<file path="src/rtl/itwd_consts.svh">
// Constants shared by both ends of the idle timer and watchdog link.
// Assumes inclusion by bare name from files under rtl/.
`ifndef ITWD_CONSTS_SVH
`define ITWD_CONSTS_SVH

// =============================================================================
// Idle counter.
`define ITWD_CNT_W 12
`define ITWD_CNT_ZERO 12'h000
`define ITWD_CNT_ALL1 12'hfff
`define ITWD_CNT_ONE 12'h001

// =============================================================================
// Device registers on the link.
`define ITWD_ADDR_CTRL 1'b0
`define ITWD_ADDR_SVC 1'b1
`define ITWD_CTRL_FLAG 7
`define ITWD_CTRL_WAKE 6
`define ITWD_CTRL_IEN 5
`define ITWD_BYTE_ZERO 8'h00
`define ITWD_WD_KEY 8'h1b

// =============================================================================
// Watchdog window, in instruction cycles and in prescaler periods.
`define ITWD_WD_MIN_CYC 4096
`define ITWD_WD_MAX_CYC 61440
`define ITWD_PRESC_CYC 4096
`define ITWD_PER_W 4
`define ITWD_PER_ZERO 4'h0
`define ITWD_PER_ONE 4'h1

// =============================================================================
// Controller registers on APB (byte addresses).
`define ITWD_APB_CTRL_WR 8'h00
`define ITWD_APB_SVC_WR 8'h04
`define ITWD_APB_CTRL_RD 8'h08
`define ITWD_APB_CONFIG 8'h0c
`define ITWD_APB_FUSE 8'h10
`define ITWD_APB_ISTAT 8'h14
`define ITWD_APB_IMASK 8'h18
`define ITWD_APB_STATE 8'h1c
`define ITWD_CFG_GIE 0
`define ITWD_CFG_PROG 1
`define ITWD_CFG_WP 2
`define ITWD_EV_IRQ 0
`define ITWD_EV_WDT 1
`define ITWD_EV_W 2
`define ITWD_EV_ZERO 2'b00
`define ITWD_WORD_ZERO 32'h0000_0000

`endif

</file>
<file path="src/rtl/itwd_pkg.sv">
// Types used by the core-side controller of the idle timer and watchdog link.
// Assumes nothing of its surroundings.
package itwd_pkg;

   // =========================================================================
   // Controller sequencer states.
   typedef enum logic [1:0] {
      HS_IDLE,
      HS_REQ,
      HS_WAIT
   } itwd_hst_t;

endpackage : itwd_pkg

</file>
<file path="src/rtl/itwd_if.sv">
// Link between the idle timer and watchdog device and the core side.
// Assumes both ends run on the same ref_clk.
`timescale 1ns/1ps

interface itwd_if;

   // Register access from the core side.
   logic reg_sel;
   logic reg_wr;
   logic reg_addr;
   logic [7:0] reg_wdata;
   logic reg_ack;
   logic [7:0] reg_rdata;
   // Core levels.
   logic gie;
   logic prog_mode;
   logic write_protect;
   logic fuse_wr;
   logic fuse_val;
   // Device outputs.
   logic irq;
   logic wdt_rst;

   modport dev (
      input reg_sel, reg_wr, reg_addr, reg_wdata, gie, prog_mode,
      input write_protect, fuse_wr, fuse_val,
      output reg_ack, reg_rdata, irq, wdt_rst
   );

   modport core (
      output reg_sel, reg_wr, reg_addr, reg_wdata, gie, prog_mode,
      output write_protect, fuse_wr, fuse_val,
      input reg_ack, reg_rdata, irq, wdt_rst
   );

endinterface : itwd_if

</file>
<file path="src/rtl/itwd_host.sv">
// Core-side controller for the idle timer and watchdog device.
// Assumes an APB master on ref_clk; one link operation at a time.
`timescale 1ns/1ps
`include "itwd_consts.svh"

module itwd_host (
   // Clock and reset.
   input wire logic ref_clk,
   input wire logic rst_b,
   // APB slave.
   input wire logic psel,
   input wire logic penable,
   input wire logic pwrite,
   input wire logic [7:0] paddr,
   input wire logic [31:0] pwdata,
   output logic [31:0] prdata,
   output logic pready,
   output logic pslverr,
   // Interrupt.
   output logic irq_out,
   // Link to the device.
   itwd_if.core lnk
);

   // =========================================================================
   // Declarations.
   itwd_pkg::itwd_hst_t st_q;
   logic op_wr_q;
   logic op_addr_q;
   logic [7:0] op_data_q;
   logic [7:0] rd_q;
   logic [2:0] cfg_q;
   logic fwr_q;
   logic fval_q;
   logic [`ITWD_EV_W-1:0] stat_q;
   logic [`ITWD_EV_W-1:0] mask_q;
   logic irq_prev_q;
   logic irq_out_q;
   logic pready_q;
   logic pslverr_q;
   logic [31:0] prdata_q;
   logic acc;
   logic wr_go;
   logic idle;
   logic mapped;
   logic [`ITWD_EV_W-1:0] ev;

   function automatic logic hit(input logic [7:0] a, input logic [7:0] o);
      hit = (a == o);
   endfunction : hit

   // =========================================================================
   // APB decode; a transfer completes when the access phase sees pready.
   assign acc = psel && penable && pready_q;
   assign wr_go = acc && pwrite;
   assign idle = (st_q == itwd_pkg::HS_IDLE);
   assign mapped = (paddr[1:0] == 2'b00) && (paddr <= `ITWD_APB_STATE);
   assign ev = {lnk.wdt_rst, lnk.irq && !irq_prev_q};

   always_ff @(posedge ref_clk or negedge rst_b) begin
      if (!rst_b) begin
         pready_q <= 1'b0;
         pslverr_q <= 1'b0;
         prdata_q <= `ITWD_WORD_ZERO;
      end else begin
         pready_q <= psel && !penable && !pready_q;
         pslverr_q <= psel && !penable && !pready_q && !mapped;
         prdata_q <= `ITWD_WORD_ZERO;
         if (psel && !penable && !pwrite) begin
            if (hit(paddr, `ITWD_APB_CTRL_RD)) begin
               prdata_q <= {24'h00_0000, rd_q};
            end else if (hit(paddr, `ITWD_APB_CONFIG)) begin
               prdata_q <= {29'h0000_0000, cfg_q};
            end else if (hit(paddr, `ITWD_APB_ISTAT)) begin
               prdata_q <= {30'h0000_0000, stat_q};
            end else if (hit(paddr, `ITWD_APB_IMASK)) begin
               prdata_q <= {30'h0000_0000, mask_q};
            end else if (hit(paddr, `ITWD_APB_STATE)) begin
               prdata_q <= {30'h0000_0000, lnk.irq, !idle};
            end
         end
      end
   end

   // =========================================================================
   // Configuration levels and fuse write pulse.
   always_ff @(posedge ref_clk or negedge rst_b) begin
      if (!rst_b) begin
         cfg_q <= 3'b000;
         mask_q <= `ITWD_EV_ZERO;
         fwr_q <= 1'b0;
         fval_q <= 1'b0;
      end else begin
         fwr_q <= wr_go && hit(paddr, `ITWD_APB_FUSE);
         if (wr_go && hit(paddr, `ITWD_APB_FUSE)) begin
            fval_q <= pwdata[0];
         end
         if (wr_go && hit(paddr, `ITWD_APB_CONFIG)) begin
            cfg_q <= pwdata[2:0];
         end
         if (wr_go && hit(paddr, `ITWD_APB_IMASK)) begin
            mask_q <= pwdata[`ITWD_EV_W-1:0];
         end
      end
   end

   // =========================================================================
   // Sticky events; a new event wins over a write-one-to-clear.
   always_ff @(posedge ref_clk or negedge rst_b) begin
      if (!rst_b) begin
         stat_q <= `ITWD_EV_ZERO;
         irq_prev_q <= 1'b0;
         irq_out_q <= 1'b0;
      end else begin
         irq_prev_q <= lnk.irq;
         if (wr_go && hit(paddr, `ITWD_APB_ISTAT)) begin
            stat_q <= (stat_q & ~pwdata[`ITWD_EV_W-1:0]) | ev;
         end else begin
            stat_q <= stat_q | ev;
         end
         irq_out_q <= |(stat_q & mask_q);
      end
   end

   // =========================================================================
   // Link sequencer; commands while busy are dropped.
   always_ff @(posedge ref_clk or negedge rst_b) begin
      if (!rst_b) begin
         st_q <= itwd_pkg::HS_IDLE;
         op_wr_q <= 1'b0;
         op_addr_q <= `ITWD_ADDR_CTRL;
         op_data_q <= `ITWD_BYTE_ZERO;
         rd_q <= `ITWD_BYTE_ZERO;
      end else begin
         case (st_q)
            itwd_pkg::HS_IDLE: begin
               if (wr_go && hit(paddr, `ITWD_APB_CTRL_WR)) begin
                  op_wr_q <= 1'b1;
                  op_addr_q <= `ITWD_ADDR_CTRL;
                  op_data_q <= pwdata[7:0];
                  st_q <= itwd_pkg::HS_REQ;
               end else if (wr_go && hit(paddr, `ITWD_APB_SVC_WR)) begin
                  op_wr_q <= 1'b1;
                  op_addr_q <= `ITWD_ADDR_SVC;
                  op_data_q <= pwdata[7:0];
                  st_q <= itwd_pkg::HS_REQ;
               end else if (wr_go && hit(paddr, `ITWD_APB_CTRL_RD)) begin
                  op_wr_q <= 1'b0;
                  op_addr_q <= `ITWD_ADDR_CTRL;
                  st_q <= itwd_pkg::HS_REQ;
               end
            end
            itwd_pkg::HS_REQ: begin
               st_q <= itwd_pkg::HS_WAIT;
            end
            itwd_pkg::HS_WAIT: begin
               if (lnk.reg_ack) begin
                  if (!op_wr_q) begin
                     rd_q <= lnk.reg_rdata;
                  end
                  st_q <= itwd_pkg::HS_IDLE;
               end
            end
            default: begin
               st_q <= itwd_pkg::HS_IDLE;
            end
         endcase
      end
   end

   // =========================================================================
   // Outputs.
   assign lnk.reg_sel = (st_q == itwd_pkg::HS_REQ);
   assign lnk.reg_wr = op_wr_q;
   assign lnk.reg_addr = op_addr_q;
   assign lnk.reg_wdata = op_data_q;
   assign lnk.gie = cfg_q[`ITWD_CFG_GIE];
   assign lnk.prog_mode = cfg_q[`ITWD_CFG_PROG];
   assign lnk.write_protect = cfg_q[`ITWD_CFG_WP];
   assign lnk.fuse_wr = fwr_q;
   assign lnk.fuse_val = fval_q;
   assign prdata = prdata_q;
   assign pready = pready_q;
   assign pslverr = pslverr_q;
   assign irq_out = irq_out_q;

endmodule : itwd_host

</file>
<file path="src/flat_wrapper.sv">
// flat-port wrapper written by rule: the top's interface ports become plain ports
module itwd_host_flat 
  (ref_clk, rst_b, psel, penable, pwrite, paddr, pwdata, prdata, pready, pslverr, irq_out, lnk_reg_sel, lnk_reg_wr, lnk_reg_addr, lnk_reg_wdata, lnk_gie, lnk_prog_mode, lnk_write_protect, lnk_fuse_wr, lnk_fuse_val, lnk_reg_ack, lnk_reg_rdata, lnk_irq, lnk_wdt_rst);
  itwd_if lnk_i ();
  input wire logic ref_clk;
  input wire logic rst_b;
  input wire logic psel;
  input wire logic penable;
  input wire logic pwrite;
  input wire logic [7:0] paddr;
  input wire logic [31:0] pwdata;
  output logic [31:0] prdata;
  output logic pready;
  output logic pslverr;
  output logic irq_out;
  output wire logic [$bits(lnk_i.reg_sel)-1:0] lnk_reg_sel;
  output wire logic [$bits(lnk_i.reg_wr)-1:0] lnk_reg_wr;
  output wire logic [$bits(lnk_i.reg_addr)-1:0] lnk_reg_addr;
  output wire logic [$bits(lnk_i.reg_wdata)-1:0] lnk_reg_wdata;
  output wire logic [$bits(lnk_i.gie)-1:0] lnk_gie;
  output wire logic [$bits(lnk_i.prog_mode)-1:0] lnk_prog_mode;
  output wire logic [$bits(lnk_i.write_protect)-1:0] lnk_write_protect;
  output wire logic [$bits(lnk_i.fuse_wr)-1:0] lnk_fuse_wr;
  output wire logic [$bits(lnk_i.fuse_val)-1:0] lnk_fuse_val;
  input wire logic [$bits(lnk_i.reg_ack)-1:0] lnk_reg_ack;
  input wire logic [$bits(lnk_i.reg_rdata)-1:0] lnk_reg_rdata;
  input wire logic [$bits(lnk_i.irq)-1:0] lnk_irq;
  input wire logic [$bits(lnk_i.wdt_rst)-1:0] lnk_wdt_rst;
  assign lnk_reg_sel = lnk_i.reg_sel;
  assign lnk_reg_wr = lnk_i.reg_wr;
  assign lnk_reg_addr = lnk_i.reg_addr;
  assign lnk_reg_wdata = lnk_i.reg_wdata;
  assign lnk_gie = lnk_i.gie;
  assign lnk_prog_mode = lnk_i.prog_mode;
  assign lnk_write_protect = lnk_i.write_protect;
  assign lnk_fuse_wr = lnk_i.fuse_wr;
  assign lnk_fuse_val = lnk_i.fuse_val;
  assign lnk_i.reg_ack = lnk_reg_ack;
  assign lnk_i.reg_rdata = lnk_reg_rdata;
  assign lnk_i.irq = lnk_irq;
  assign lnk_i.wdt_rst = lnk_wdt_rst;
  itwd_host u_core (.ref_clk(ref_clk), .rst_b(rst_b), .psel(psel), .penable(penable), .pwrite(pwrite), .paddr(paddr), .pwdata(pwdata), .prdata(prdata), .pready(pready), .pslverr(pslverr), .irq_out(irq_out), .lnk(lnk_i));
endmodule
</file>
<file path="config.mk">
export PLATFORM = sky130hd
export DESIGN_NAME = itwd_host_flat
export DESIGN_NICKNAME = d
export VERILOG_FILES = /design/src/rtl/itwd_pkg.sv /design/src/rtl/itwd_if.sv /design/src/rtl/itwd_host.sv /design/src/flat_wrapper.sv
export VERILOG_INCLUDE_DIRS = /design/src /design/src/rtl
export SDC_FILE = /design/constraint.sdc
export NUM_CORES = 1
export LEC_CHECK = 0
export ABC_AREA = 1
export BUFFER_PORTS_ARGS = -buffer_cell sky130_fd_sc_hd__buf_2
export CAP_MARGIN = 20
export CORE_ASPECT_RATIO = 0.6
export CORE_MARGIN = 2
export CORE_UTILIZATION = 35
export CTS_BUF_LIST = sky130_fd_sc_hd__clkbuf_8
export DETAILED_ROUTE_END_ITERATION = 10
export PLACE_DENSITY_LB_ADDON = 0.12
export SLEW_MARGIN = 25
export SYNTH_ARGS = -nofsm -noshare
export SYNTH_HDL_FRONTEND = slang
export SYNTH_SLANG_ARGS = --single-unit
</file>
<file path="constraint.sdc">
create_clock -name ref_clk -period 1.2 [get_ports ref_clk]
set_input_delay 0.3 -clock ref_clk [delete_from_list [all_inputs] [get_ports ref_clk]]
set_output_delay 0.3 -clock ref_clk [all_outputs]
set_load 0.1 [all_outputs]
</file>
==> results of run 1 <==
-- cells in the final DEF (no fill, tap or decap), drive strengths merged --
cell	synthesis	final
nand4	2	2
a21boi	1	1
inv	22	21
o21ai	14	14
o21bai	1	1
nor4	1	1
clkinv	1	2
nand2	50	51
nor2	18	18
clkbuf	0	6
bufinv	0	1
a22o	1	1
a21oi	4	4
o31ai	1	1
dlygate4sd3	0	1
buf	25	84
mux2	8	8
nand3	15	15
conb	1	24
clkinvlp	0	1
dfrtp	41	41
nor3	4	4
-- what timing repair did --
action                                 in CTS  in global routing
cloned                                      1                  0
endpoints found under the hold margin      41                  0
buffers inserted                            5                  4
setup endpoints to repair                  22                 43
hold buffers                                1                  0
resized for setup                           7                 27
pin swaps                                   6                 10
-- how the worst min path moves through the flow --
stage                 start  slack, ns  cells after the start                 to
CTS                 lnk_irq       0.16                      1  u_core.irq_prev_q
finish              lnk_irq       0.17                      1  u_core.irq_prev_q
global route        lnk_irq       0.16                      1  u_core.irq_prev_q
floorplan             rst_b      0.004                      0    u_core.cfg_q[0]
global placement      rst_b       0.29                      2     u_core.pslverr
detailed placement    rst_b       0.29                      2     u_core.pslverr
-- cell type report --
class	count	area, sq um	area share (%)
Clock inverter	2	37.5	1.18
Timing Repair Buffer	85	932	29.4
Multi-Input combinational cell	145	883	27.8
Inverter	23	100	3.15
Tap cell	80	100	3.15
Clock buffer	6	82.6	2.60
Sequential cell	41	1040	32.7
-- cell families (layout without fill, tap and decap cells) --
logic type | Yosys count | count (layout)
DFF | 41 | 41
muxes | 8 | 8
AOI/OAI and AO/OA | 22 | 22
and+or+nand+nor | 90 | 91
other | 1 | 24
buffers and inverters | 48 | 116
-- worst max-delay path: cells and delay by family (launching register included) --
kind	cells	cell delay [ns]
flip-flops	1	0.36
AND/OR/NAND/NOR	1	0.09
buffers and inverters	3	0.34
-- synthesized netlist by cell type --
library cell / n / area [sq um]
nand2_1: 40 / 150
o31ai_1: 1 / 7.51
conb_1: 1 / 3.75
dfrtp_1: 41 / 1030
buf_4: 24 / 180
a21boi_0: 1 / 7.51
nand4_1: 1 / 6.26
mux2_2: 8 / 90.1
nand2_2: 7 / 43.8
nor3_4: 1 / 16.3
nand2_4: 3 / 33.8
a22o_1: 1 / 8.76
buf_6: 1 / 11.3
inv_2: 3 / 11.3
clkinv_2: 1 / 5.00
o21ai_0: 6 / 30.0
nor2_2: 2 / 12.5
o21ai_1: 5 / 25.0
inv_1: 19 / 71.3
nand3_1: 15 / 75.1
nor3_2: 1 / 10.0
nand4_2: 1 / 12.5
nor2_1: 12 / 45.0
nor4_1: 1 / 6.26
o21ai_2: 3 / 26.3
o21bai_1: 1 / 7.51
nor2_4: 4 / 45.0
a21oi_1: 4 / 20.0
nor3_1: 2 / 10.0
-- sequential cells by signal, summed over array words and instances, names as in the netlist, 2 cells and up --
signal and flops:
u_core.stat_q 2, u_core.lnk.reg_wdata 8, u_core.rd_q 8, u_core.mask_q 2, u_core.st_q 2, u_core.prdata 8
u_core.cfg_q 3
-- routing by layer --
layer | vias up | routed length [um] | track usage, %
met5 | - | 0 | 0
met4 | 0 | 4 | 2.03
met3 | 2 | 338 | 5.48
met2 | 56 | 2020 | 20.1
met1 | 766 | 2160 | 21.8
li1 | 810 | - | -
-- stage by stage --
step | total power (W) | util, %
3_3_place_gp | 0.00210 | 51.7
6_report | 0.00325 | 57.3
2_1_floorplan | 0.00199 | -
4_1_cts | 0.00327 | 55.1
3_5_place_dp | 0.00210 | 51.7
5_1_grt | 0.00339 | 57.3
-- where the power goes --
part           total (W)  leakage [nW]  switching [W]  internal, W
Clock            0.00116        0.0574       0.000487     0.000677
Combinational   0.000647          1.03       0.000508     0.000140
Sequential       0.00144         0.535      0.0000211      0.00142
Total            0.00325          1.62        0.00102      0.00224
==> flow_summary_export.csv, run 1 <==
group,metric,value,unit
clock_network,worstSkewPairLatency,0.29,ns
synth,syn_inst,210,
synth,avgSynthCellArea,9.52,sq um
worst_setup_path,slowest_stage,"dfrtp_1",
worst_setup_path,slowest_delay,0.36,ns
worst_setup_path,required,0.90,ns
floorplan,dieArea,6350,sq um
sta,whs,0.170,ns
worst_setup_path,critPathCapture,"lnk_reg_sel",
synth,synthSimpleGateAreaFrac,23.4,%
sta,rsz0062_at_grt,"yes",
worst_setup_path,r2r_cells,7,
global_route,grt_pass1_vias,1471,
route,drtAntennaViolNets,0,
finish,area_delta_synth_final,58.9,%
placed_design,dp_cells,364,
run_status,status,"finished, violations left",
finish,drive_above_1_share,50.3,%
clock_network,cts_tree,"yes",
route,drtIter0Drc,56,
floorplan,fp-row-count,21,
synth,synth_mux_area_share,4.51,%
floorplan,start_util,36.0,%
sta,skew,0.0101,ns
floorplan,dieHeight,62.5,um
pwr,ir_drop,0.000482,V
worst_setup_path,regToRegSetupSlack,-0.14,ns
route,vias,1634,
finish,n_antenna_cell,0,
synth,ys_warn_count,0,
route,drt_wl_total,4530,um
synth,netlist_area,2000,sq um
synth,ys_ff_latch,41,
pwr,p_leak,1.62,nW
synth,synth_xor_xnor_area_share,0,%
worst_setup_path,crit_arrival,1.07,ns
finish,nets,357,
hold_path,min-delay-path-class,"input port to flip-flop",
placed_design,pre_cts_ws,-0.115,ns
synth,synth_top_family_by_area,"simple AND/OR/NAND/NOR gates",
run_status,violations,"setup timing",
synth,synthAdderAreaFrac,0,%
placed_design,placed_cell_area,2870,sq um
synth,seq_area_frac_synth,51.3,%
clock_network,cts_sinks,41,
route,routedWlPerCell,11.9,um
floorplan,ios,107,
finish,finalInstanceArea,3170,sq um
placed_design,gp_congestion,0.778,
sta,fin_ws,-0.171,ns
finish,fillers,507,
run,maxCapViolCount,0,
sta,fmax,729,MHz
worst_setup_path,r2r-end,"u_core.lnk.reg_addr",
global_route,antenna_found_initial,0,
synth,synth_compound_area_share,6.64,%
sta,period_share,114,%
global_route,grt_max_degree,42,
clock_network,numCtsBuffers,5,
worst_setup_path,cp-end-kind,"output port",
synth,ys_types,29,
placed_design,dp_hpwl,3340,um
route,drcViolationCount,0,
global_route,grt_pass1_wl,7180,um
sta,hold_viol_final,0,
sta,drv_slew,0,
sta,period_minus_slack,1.37,ns
worst_setup_path,path_cells,"inv_2, buf_6, nor2_4, buf_12",
sta,finalSetupTns,-1.21,ns
worst_setup_path,crit_type,"flip-flop to output port",
clock_network,cts_max_level,2,
worst_setup_path,start_kind,"flip-flop",
worst_setup_path,crit_fanout,2,
clock_network,clockRootBuffer,"clkbuf_8",
route,vias_per_cell,4.28,
placed_design,portBuffers,58,
floorplan,core_area,5540,sq um
floorplan,die_w,102,um
pwr,power_density,1030,nW/um^2
global_route,grt_overflow,0,
finish,stdcell_count,382,
sta,finalSetupViolCount,24,
worst_setup_path,reg2reg_from,"u_core.pready",
clock_network,clk_pin_slew,0.08,ns
worst_setup_path,startpoint,"u_core.st_q[0]",
global_route,grt_use_total,14.5,%
clock_network,clockBufferDepth,2,
route,firstDrtPassIters,4,
No activity file was read; power rests on OpenSTA's default activity.
==> inputs of run 2 (changes only) <==
CORE_ASPECT_RATIO = 0.5   (was 0.6)
CORE_UTILIZATION = 42   (was 35)
CTS_CLUSTER_DIAMETER = 200   (was not set)
==> run 2 against run 1 <==
Compared with the run above: the flow still finishes with violations (setup timing); cell area is 2.7% lower; register-to-register slack hardly changed; clock power is 22% lower; clock-buffer cell count is 1 lower; combinational power is 2% lower; flip-flop and latch count stayed put; worst setup slack worse by 0.032 ns; global-route usage is 2.7 points higher; sequential power hardly changed; wire length is 2.6% lower; worst hold slack worse by 0.010 ns; critical path type unchanged; critical endpoint unchanged; highest routed layer unchanged.
==> flow_summary_export.csv, run 2 (synthesized netlist as in run 1, its figures left out) <==
group,metric,value,unit
clock_network,cts_max_level,2,
route,vias,1658,
worst_setup_path,regToRegSetupSlack,-0.13,ns
global_route,grt_pass1_vias,1528,
worst_setup_path,crit_fanout,2,
finish,final_common_cell,"dfrtp_1",
clock_network,cts_sinks,41,
worst_setup_path,r2r_cells,7,
sta,rsz0062_at_grt,"yes",
pwr,power_density,965,nW/um^2
finish,multiInputGateArea,862,sq um
global_route,use_met2,30.8,%
sta,finalSetupTns,-1.69,ns
placed_design,dp_cells,344,
pwr,power.total,0.00298,W
route,drtAntennaViolNets,0,
run_status,violations,"setup timing",
finish,stdcell_count,367,
pwr,combPwrFrac,21.4,%
sta,period_share,117,%
route,drtIter0Drc,58,
route,routedWlPerCell,12.0,um
sta,whs,0.159,ns
clock_network,clockRootBuffer,"clkbuf_8",
finish,finalInstanceArea,3090,sq um
floorplan,ios,107,
finish,seq_area,1040,sq um
pwr,p_int,0.00196,W
floorplan,core_area,4490,sq um
floorplan,fp-row-count,17,
route,drcViolationCount,0,
worst_setup_path,crit_arrival,1.10,ns
placed_design,gp_congestion,0.801,
sta,period_minus_slack,1.40,ns
pwr,seq_power_share,48.4,%
worst_setup_path,r2r-end,"u_core.lnk.reg_addr",
pwr,clkPwrFrac,30.3,%
global_route,antenna_found_initial,0,
finish,nets,356,
clock_network,worstSkewPairLatency,0.29,ns
global_route,grtUsageMet1,22.1,%
hold_path,holdPathStages,1,
global_route,grt_max_degree,42,
finish,n_antenna_cell,0,
run,maxCapViolCount,0,
worst_setup_path,start_kind,"flip-flop",
worst_setup_path,slowest_delay,0.38,ns
global_route,grt_pass1_wl,7070,um
hold_path,min-delay-path-class,"input port to flip-flop",
clock_network,clk_pin_slew,0.09,ns
route,drt_wl_total,4410,um
floorplan,die_w,102,um
worst_setup_path,crit_type,"flip-flop to output port",
floorplan,dieArea,5360,sq um
placed_design,placed_cell_area,2810,sq um
hold_path,min_to,"u_core.irq_prev_q",
placed_design,portBuffers,58,
global_route,use_met3,3.07,%
sta,skew,0.00829,ns
sta,drv_slew,0,
pwr,sw_frac_of_total,34.4,%
run_status,status,"finished, violations left",
global_route,grt_use_total,17.2,%
worst_setup_path,reg2reg_from,"u_core.pready",
sta,fin_ws,-0.203,ns
pwr,ir_drop,0.000548,V
clock_network,cts_tree,"yes",
floorplan,start_util,44.5,%
finish,area_delta_synth_final,54.5,%
clock_network,numCtsBuffers,5,
route,firstDrtPassIters,4,
sta,fmax,713,MHz
floorplan,dieHeight,52.8,um
sta,finalSetupViolCount,22,
route,vias_per_cell,4.52,
finish,final_cell_mix,"35 x dfrtp_1, 33 x nand2_1, 31 x buf_2",
finish,drive_above_1_share,48.8,%
sta,hold_viol_final,0,
finish,fillers,347,
hold_path,hold_start,"lnk_irq",
worst_setup_path,cp-end-kind,"output port",
placed_design,dp_hpwl,3210,um
pwr,power_switching,0.00103,W
pwr,p_leak,1.60,nW
global_route,busiest_layer,"met2",
worst_setup_path,path_cells,"inv_2, buf_6, nor2_4, buf_12",
worst_setup_path,required,0.90,ns
worst_setup_path,slowest_stage,"dfrtp_1",
clock_network,clockBufferDepth,2,
global_route,grt_overflow,0,
-- run 2: cell types whose count changed in the layout (fill, tap and decap cells not counted), moves of 2 or more --
cell,change
buf_4,-2
nand3_4,-2
nand2_1,+3
o21ai_0,+3
clkinv_2,+2
o21ai_1,-2
nand2_2,-3
-- run 2: cell type report --
type / count / share of cell area [%]
Clock buffer: 5 / 2.23
Timing Repair Buffer: 84 / 30.1
Inverter: 23 / 2.92
Multi-Input combinational cell: 145 / 27.9
Sequential cell: 41 / 33.6
Clock inverter: 3 / 0.567
Tap cell: 66 / 2.67
-- run 2: per-stage QoR --
| step | utilization (%) | setup slack, ns |
|---|---|---|
| 2_1_floorplan | - | -0.222 |
| 3_3_place_gp | 62.5 | -0.0733 |
| 3_5_place_dp | 62.5 | -0.102 |
| 4_1_cts | 66.7 | -0.196 |
| 5_1_grt | 68.8 | -0.225 |
| 6_report | 68.8 | -0.203 |
-- run 2: critical path: cells and delay by family, from the launching register on --
| family | cells | cell delay [ns] |
|---|---|---|
| AND/OR/NAND/NOR | 1 | 0.09 |
| flip-flops | 1 | 0.38 |
| buffers and inverters | 3 | 0.34 |
-- run 2: worst max-delay path by stage --
stage,start,to,cells after the start
2_1_floorplan,u_core.pready,u_core.lnk.reg_wdata[3],6
3_3_place_gp,paddr[5],u_core.lnk.reg_addr,8
3_5_place_dp,paddr[5],u_core.lnk.reg_addr,8
4_1_cts,u_core.st_q[0],lnk_reg_sel,4
5_1_grt,u_core.st_q[0],lnk_reg_sel,4
6_report,u_core.st_q[0],lnk_reg_sel,4
-- run 2: power by group through the flow --
stage	logic, W	clock network, W	registers [W]
2_1_floorplan	0.000475	0	0.00151
3_3_place_gp	0.000611	0	0.00147
3_5_place_dp	0.000618	0	0.00147
4_1_cts	0.000634	0.000925	0.00144
5_1_grt	0.000670	0.000998	0.00145
6_report	0.000637	0.000902	0.00144
-- run 2: routing by layer --
metal | share of wire (%) | vias to the layer above | wire length (um)
met2 | 51 | 55 | 2270
met4 | 0.43 | 0 | 19
met3 | 5.7 | 2 | 250
met1 | 42 | 797 | 1870
li1 | - | 804 | -
met5 | 0 | - | 0
-- run 2: what timing repair did --
item                                    in CTS  in global routing
hold buffers                                 1                  0
resized for setup                           12                 12
cloned                                       1                  0
pin swaps                                    3                  7
endpoints found under the setup margin      28                 43
buffers inserted                             6                  8
endpoints found under the hold margin       41                  0
==> inputs of run 3 (changes only) <==
CAP_MARGIN = not set   (was 20)
CORE_ASPECT_RATIO = not set   (was 0.5)
==> run 3 against run 2 <==
Compared with the run above: the run still ends with setup timing left; via count decreased by 2.7%; critical endpoint unchanged; largest cell class unchanged; non-clock buffer count increased by 1; critical path type unchanged; critical path depth decreased by 1; sequential share of layout area decreased by 0.42 points.
==> flow_summary_export.csv, run 3 (synthesized netlist as in run 1, its figures left out) <==
group,metric,value,unit
floorplan,dieHeight,73.0,um
worst_setup_path,r2r_cells,7,
sta,rsz0062_at_grt,"yes",
hold_path,min-delay-path-class,"input port to flip-flop",
finish,fillers,354,
pwr,p_int,0.00201,W
sta,drv_slew,0,
clock_network,numCtsBuffers,5,
route,drt_wl_total,4220,um
global_route,grt_pass1_wl,7220,um
worst_setup_path,required,0.90,ns
global_route,grt_overflow,0,
clock_network,clk_pin_slew,0.08,ns
route,vias,1614,
run_status,violations,"setup timing",
run_status,status,"finished, violations left",
floorplan,start_util,42.9,%
floorplan,fp-row-count,25,
floorplan,dieArea,5330,sq um
clock_network,cts_sinks,41,
sta,finalSetupViolCount,21,
run,maxCapViolCount,0,
pwr,sw_frac_of_total,33.2,%
clock_network,cts_max_level,2,
finish,final_common_cell,"dfrtp_1",
route,drtIter0Drc,96,
finish,n_antenna_cell,0,
worst_setup_path,cp-end-kind,"output port",
worst_setup_path,regToRegSetupSlack,-0.07,ns
finish,finalInstanceArea,3130,sq um
sta,finalSetupTns,-0.979,ns
pwr,combPwrFrac,21.2,%
pwr,power_density,965,nW/um^2
finish,multiInputGateArea,888,sq um
finish,area_delta_synth_final,56.5,%
placed_design,gp_congestion,0.800,
finish,drive_above_1_share,49.0,%
finish,nets,357,
placed_design,placed_cell_area,2790,sq um
global_route,grt_use_total,18.0,%
pwr,seq_power_share,47.8,%
worst_setup_path,crit_arrival,1.12,ns
pwr,clkPwrFrac,31.0,%
pwr,power_switching,0.00100,W
sta,period_share,118,%
route,firstDrtPassIters,4,
worst_setup_path,crit_fanout,2,
worst_setup_path,start_kind,"flip-flop",
sta,skew,0.00913,ns
clock_network,clockRootBuffer,"clkbuf_8",
global_route,grt_pass1_vias,1559,
finish,final_cell_mix,"35 x dfrtp_1, 31 x nand2_1, 31 x buf_2",
global_route,antenna_found_initial,0,
pwr,ir_drop,0.000750,V
global_route,grt_max_degree,32,
route,drcViolationCount,0,
worst_setup_path,critPathCapture,"lnk_reg_sel",
route,routedWlPerCell,11.9,um
clock_network,worstSkewPairLatency,0.30,ns
placed_design,portBuffers,58,
placed_design,dp_hpwl,3150,um
sta,period_minus_slack,1.42,ns
clock_network,clockBufferDepth,2,
route,vias_per_cell,4.53,
floorplan,ios,107,
floorplan,core_area,4660,sq um
hold_path,holdPathStages,1,
worst_setup_path,startpoint,"u_core.st_q[1]",
worst_setup_path,reg2reg_from,"u_core.pready",
worst_setup_path,crit_type,"flip-flop to output port",
pwr,p_leak,1.60,nW
sta,fin_ws,-0.216,ns
sta,fmax,706,MHz
route,drtAntennaViolNets,0,
floorplan,die_w,73.0,um
clock_network,cts_tree,"yes",
worst_setup_path,r2r-end,"u_core.lnk.reg_addr",
sta,hold_viol_final,0,
finish,seq_area,1040,sq um
[run 3: changes by cell type in the layout (fill, tap and decap cells not counted), moves of 2 or more]
cell	before	now
nand3_1	14	12
o21ai_0	6	4
o21ai_1	4	7
buf_6	6	8
clkinv_2	3	1
nand2_1	33	31
[run 3: what timing repair did]
action | 4_1_cts | 5_1_grt
gates resized for setup | 10 | 25
hold endpoints to repair | 10 | 0
buffers inserted | 10 | 5
pin swaps | 6 | 9
setup endpoints to repair | 10 | 48
hold buffers | 1 | 0
gates cloned | 1 | 0
[run 3: per-stage QoR]
stage	util, %	setup WS (ns)	std cells	total power (W)	hold WS, ns
2_1_floorplan	-	-0.222	233	0.00199	0.00441
3_3_place_gp	59.9	-0.0680	332	0.00209	0.197
3_5_place_dp	59.9	-0.0867	332	0.00209	0.198
4_1_cts	64.5	-0.208	351	0.00304	0.136
5_1_grt	67.1	-0.254	356	0.00315	0.155
6_report	67.1	-0.216	356	0.00302	0.147
[run 3: how the worst min path moves through the flow]
stage | startpoint | end
finish | lnk_irq | u_core.irq_prev_q
global route | lnk_irq | u_core.irq_prev_q
CTS | lnk_irq | u_core.irq_prev_q
detailed placement | rst_b | u_core.lnk.fuse_wr
global placement | rst_b | u_core.lnk.fuse_wr
floorplan | rst_b | u_core.cfg_q[0]
[run 3: power by group through the flow]
stage,combinational (W),sequential (W),clock [W]
final,0.000639,0.00144,0.000935
after global routing,0.000674,0.00145,0.00103
after CTS,0.000633,0.00144,0.000967
after detailed placement,0.000619,0.00147,0
after global placement,0.000615,0.00147,0
after floorplan,0.000475,0.00151,0
[run 3: cell type report]
class                      instances  area share (%)
tap                               54            2.16
sequential                        41            33.2
timing repair buffer              85            30.2
multi-input combinational        145            28.4
clock inverter                     2           0.360
clock buffer                       6            2.64
inverter                          23            3.04
[run 3: worst max-delay path, cell delays in order, from the launching register on]
cell and delay, ns:
dfrtp_1 0.40, buf_6 0.13, nor2_4 0.11, buf_12 0.18
[run 3: layer usage]
| layer | up-vias | part of all wire (%) | global-route usage [%] |
|---|---|---|---|
| met5 | - | 0 | 0 |
| met4 | 0 | 1.8 | 7.41 |
| met3 | 6 | 4.0 | 4.01 |
| met2 | 43 | 52 | 29.0 |
| met1 | 758 | 42 | 23.6 |
| li1 | 807 | - | - |
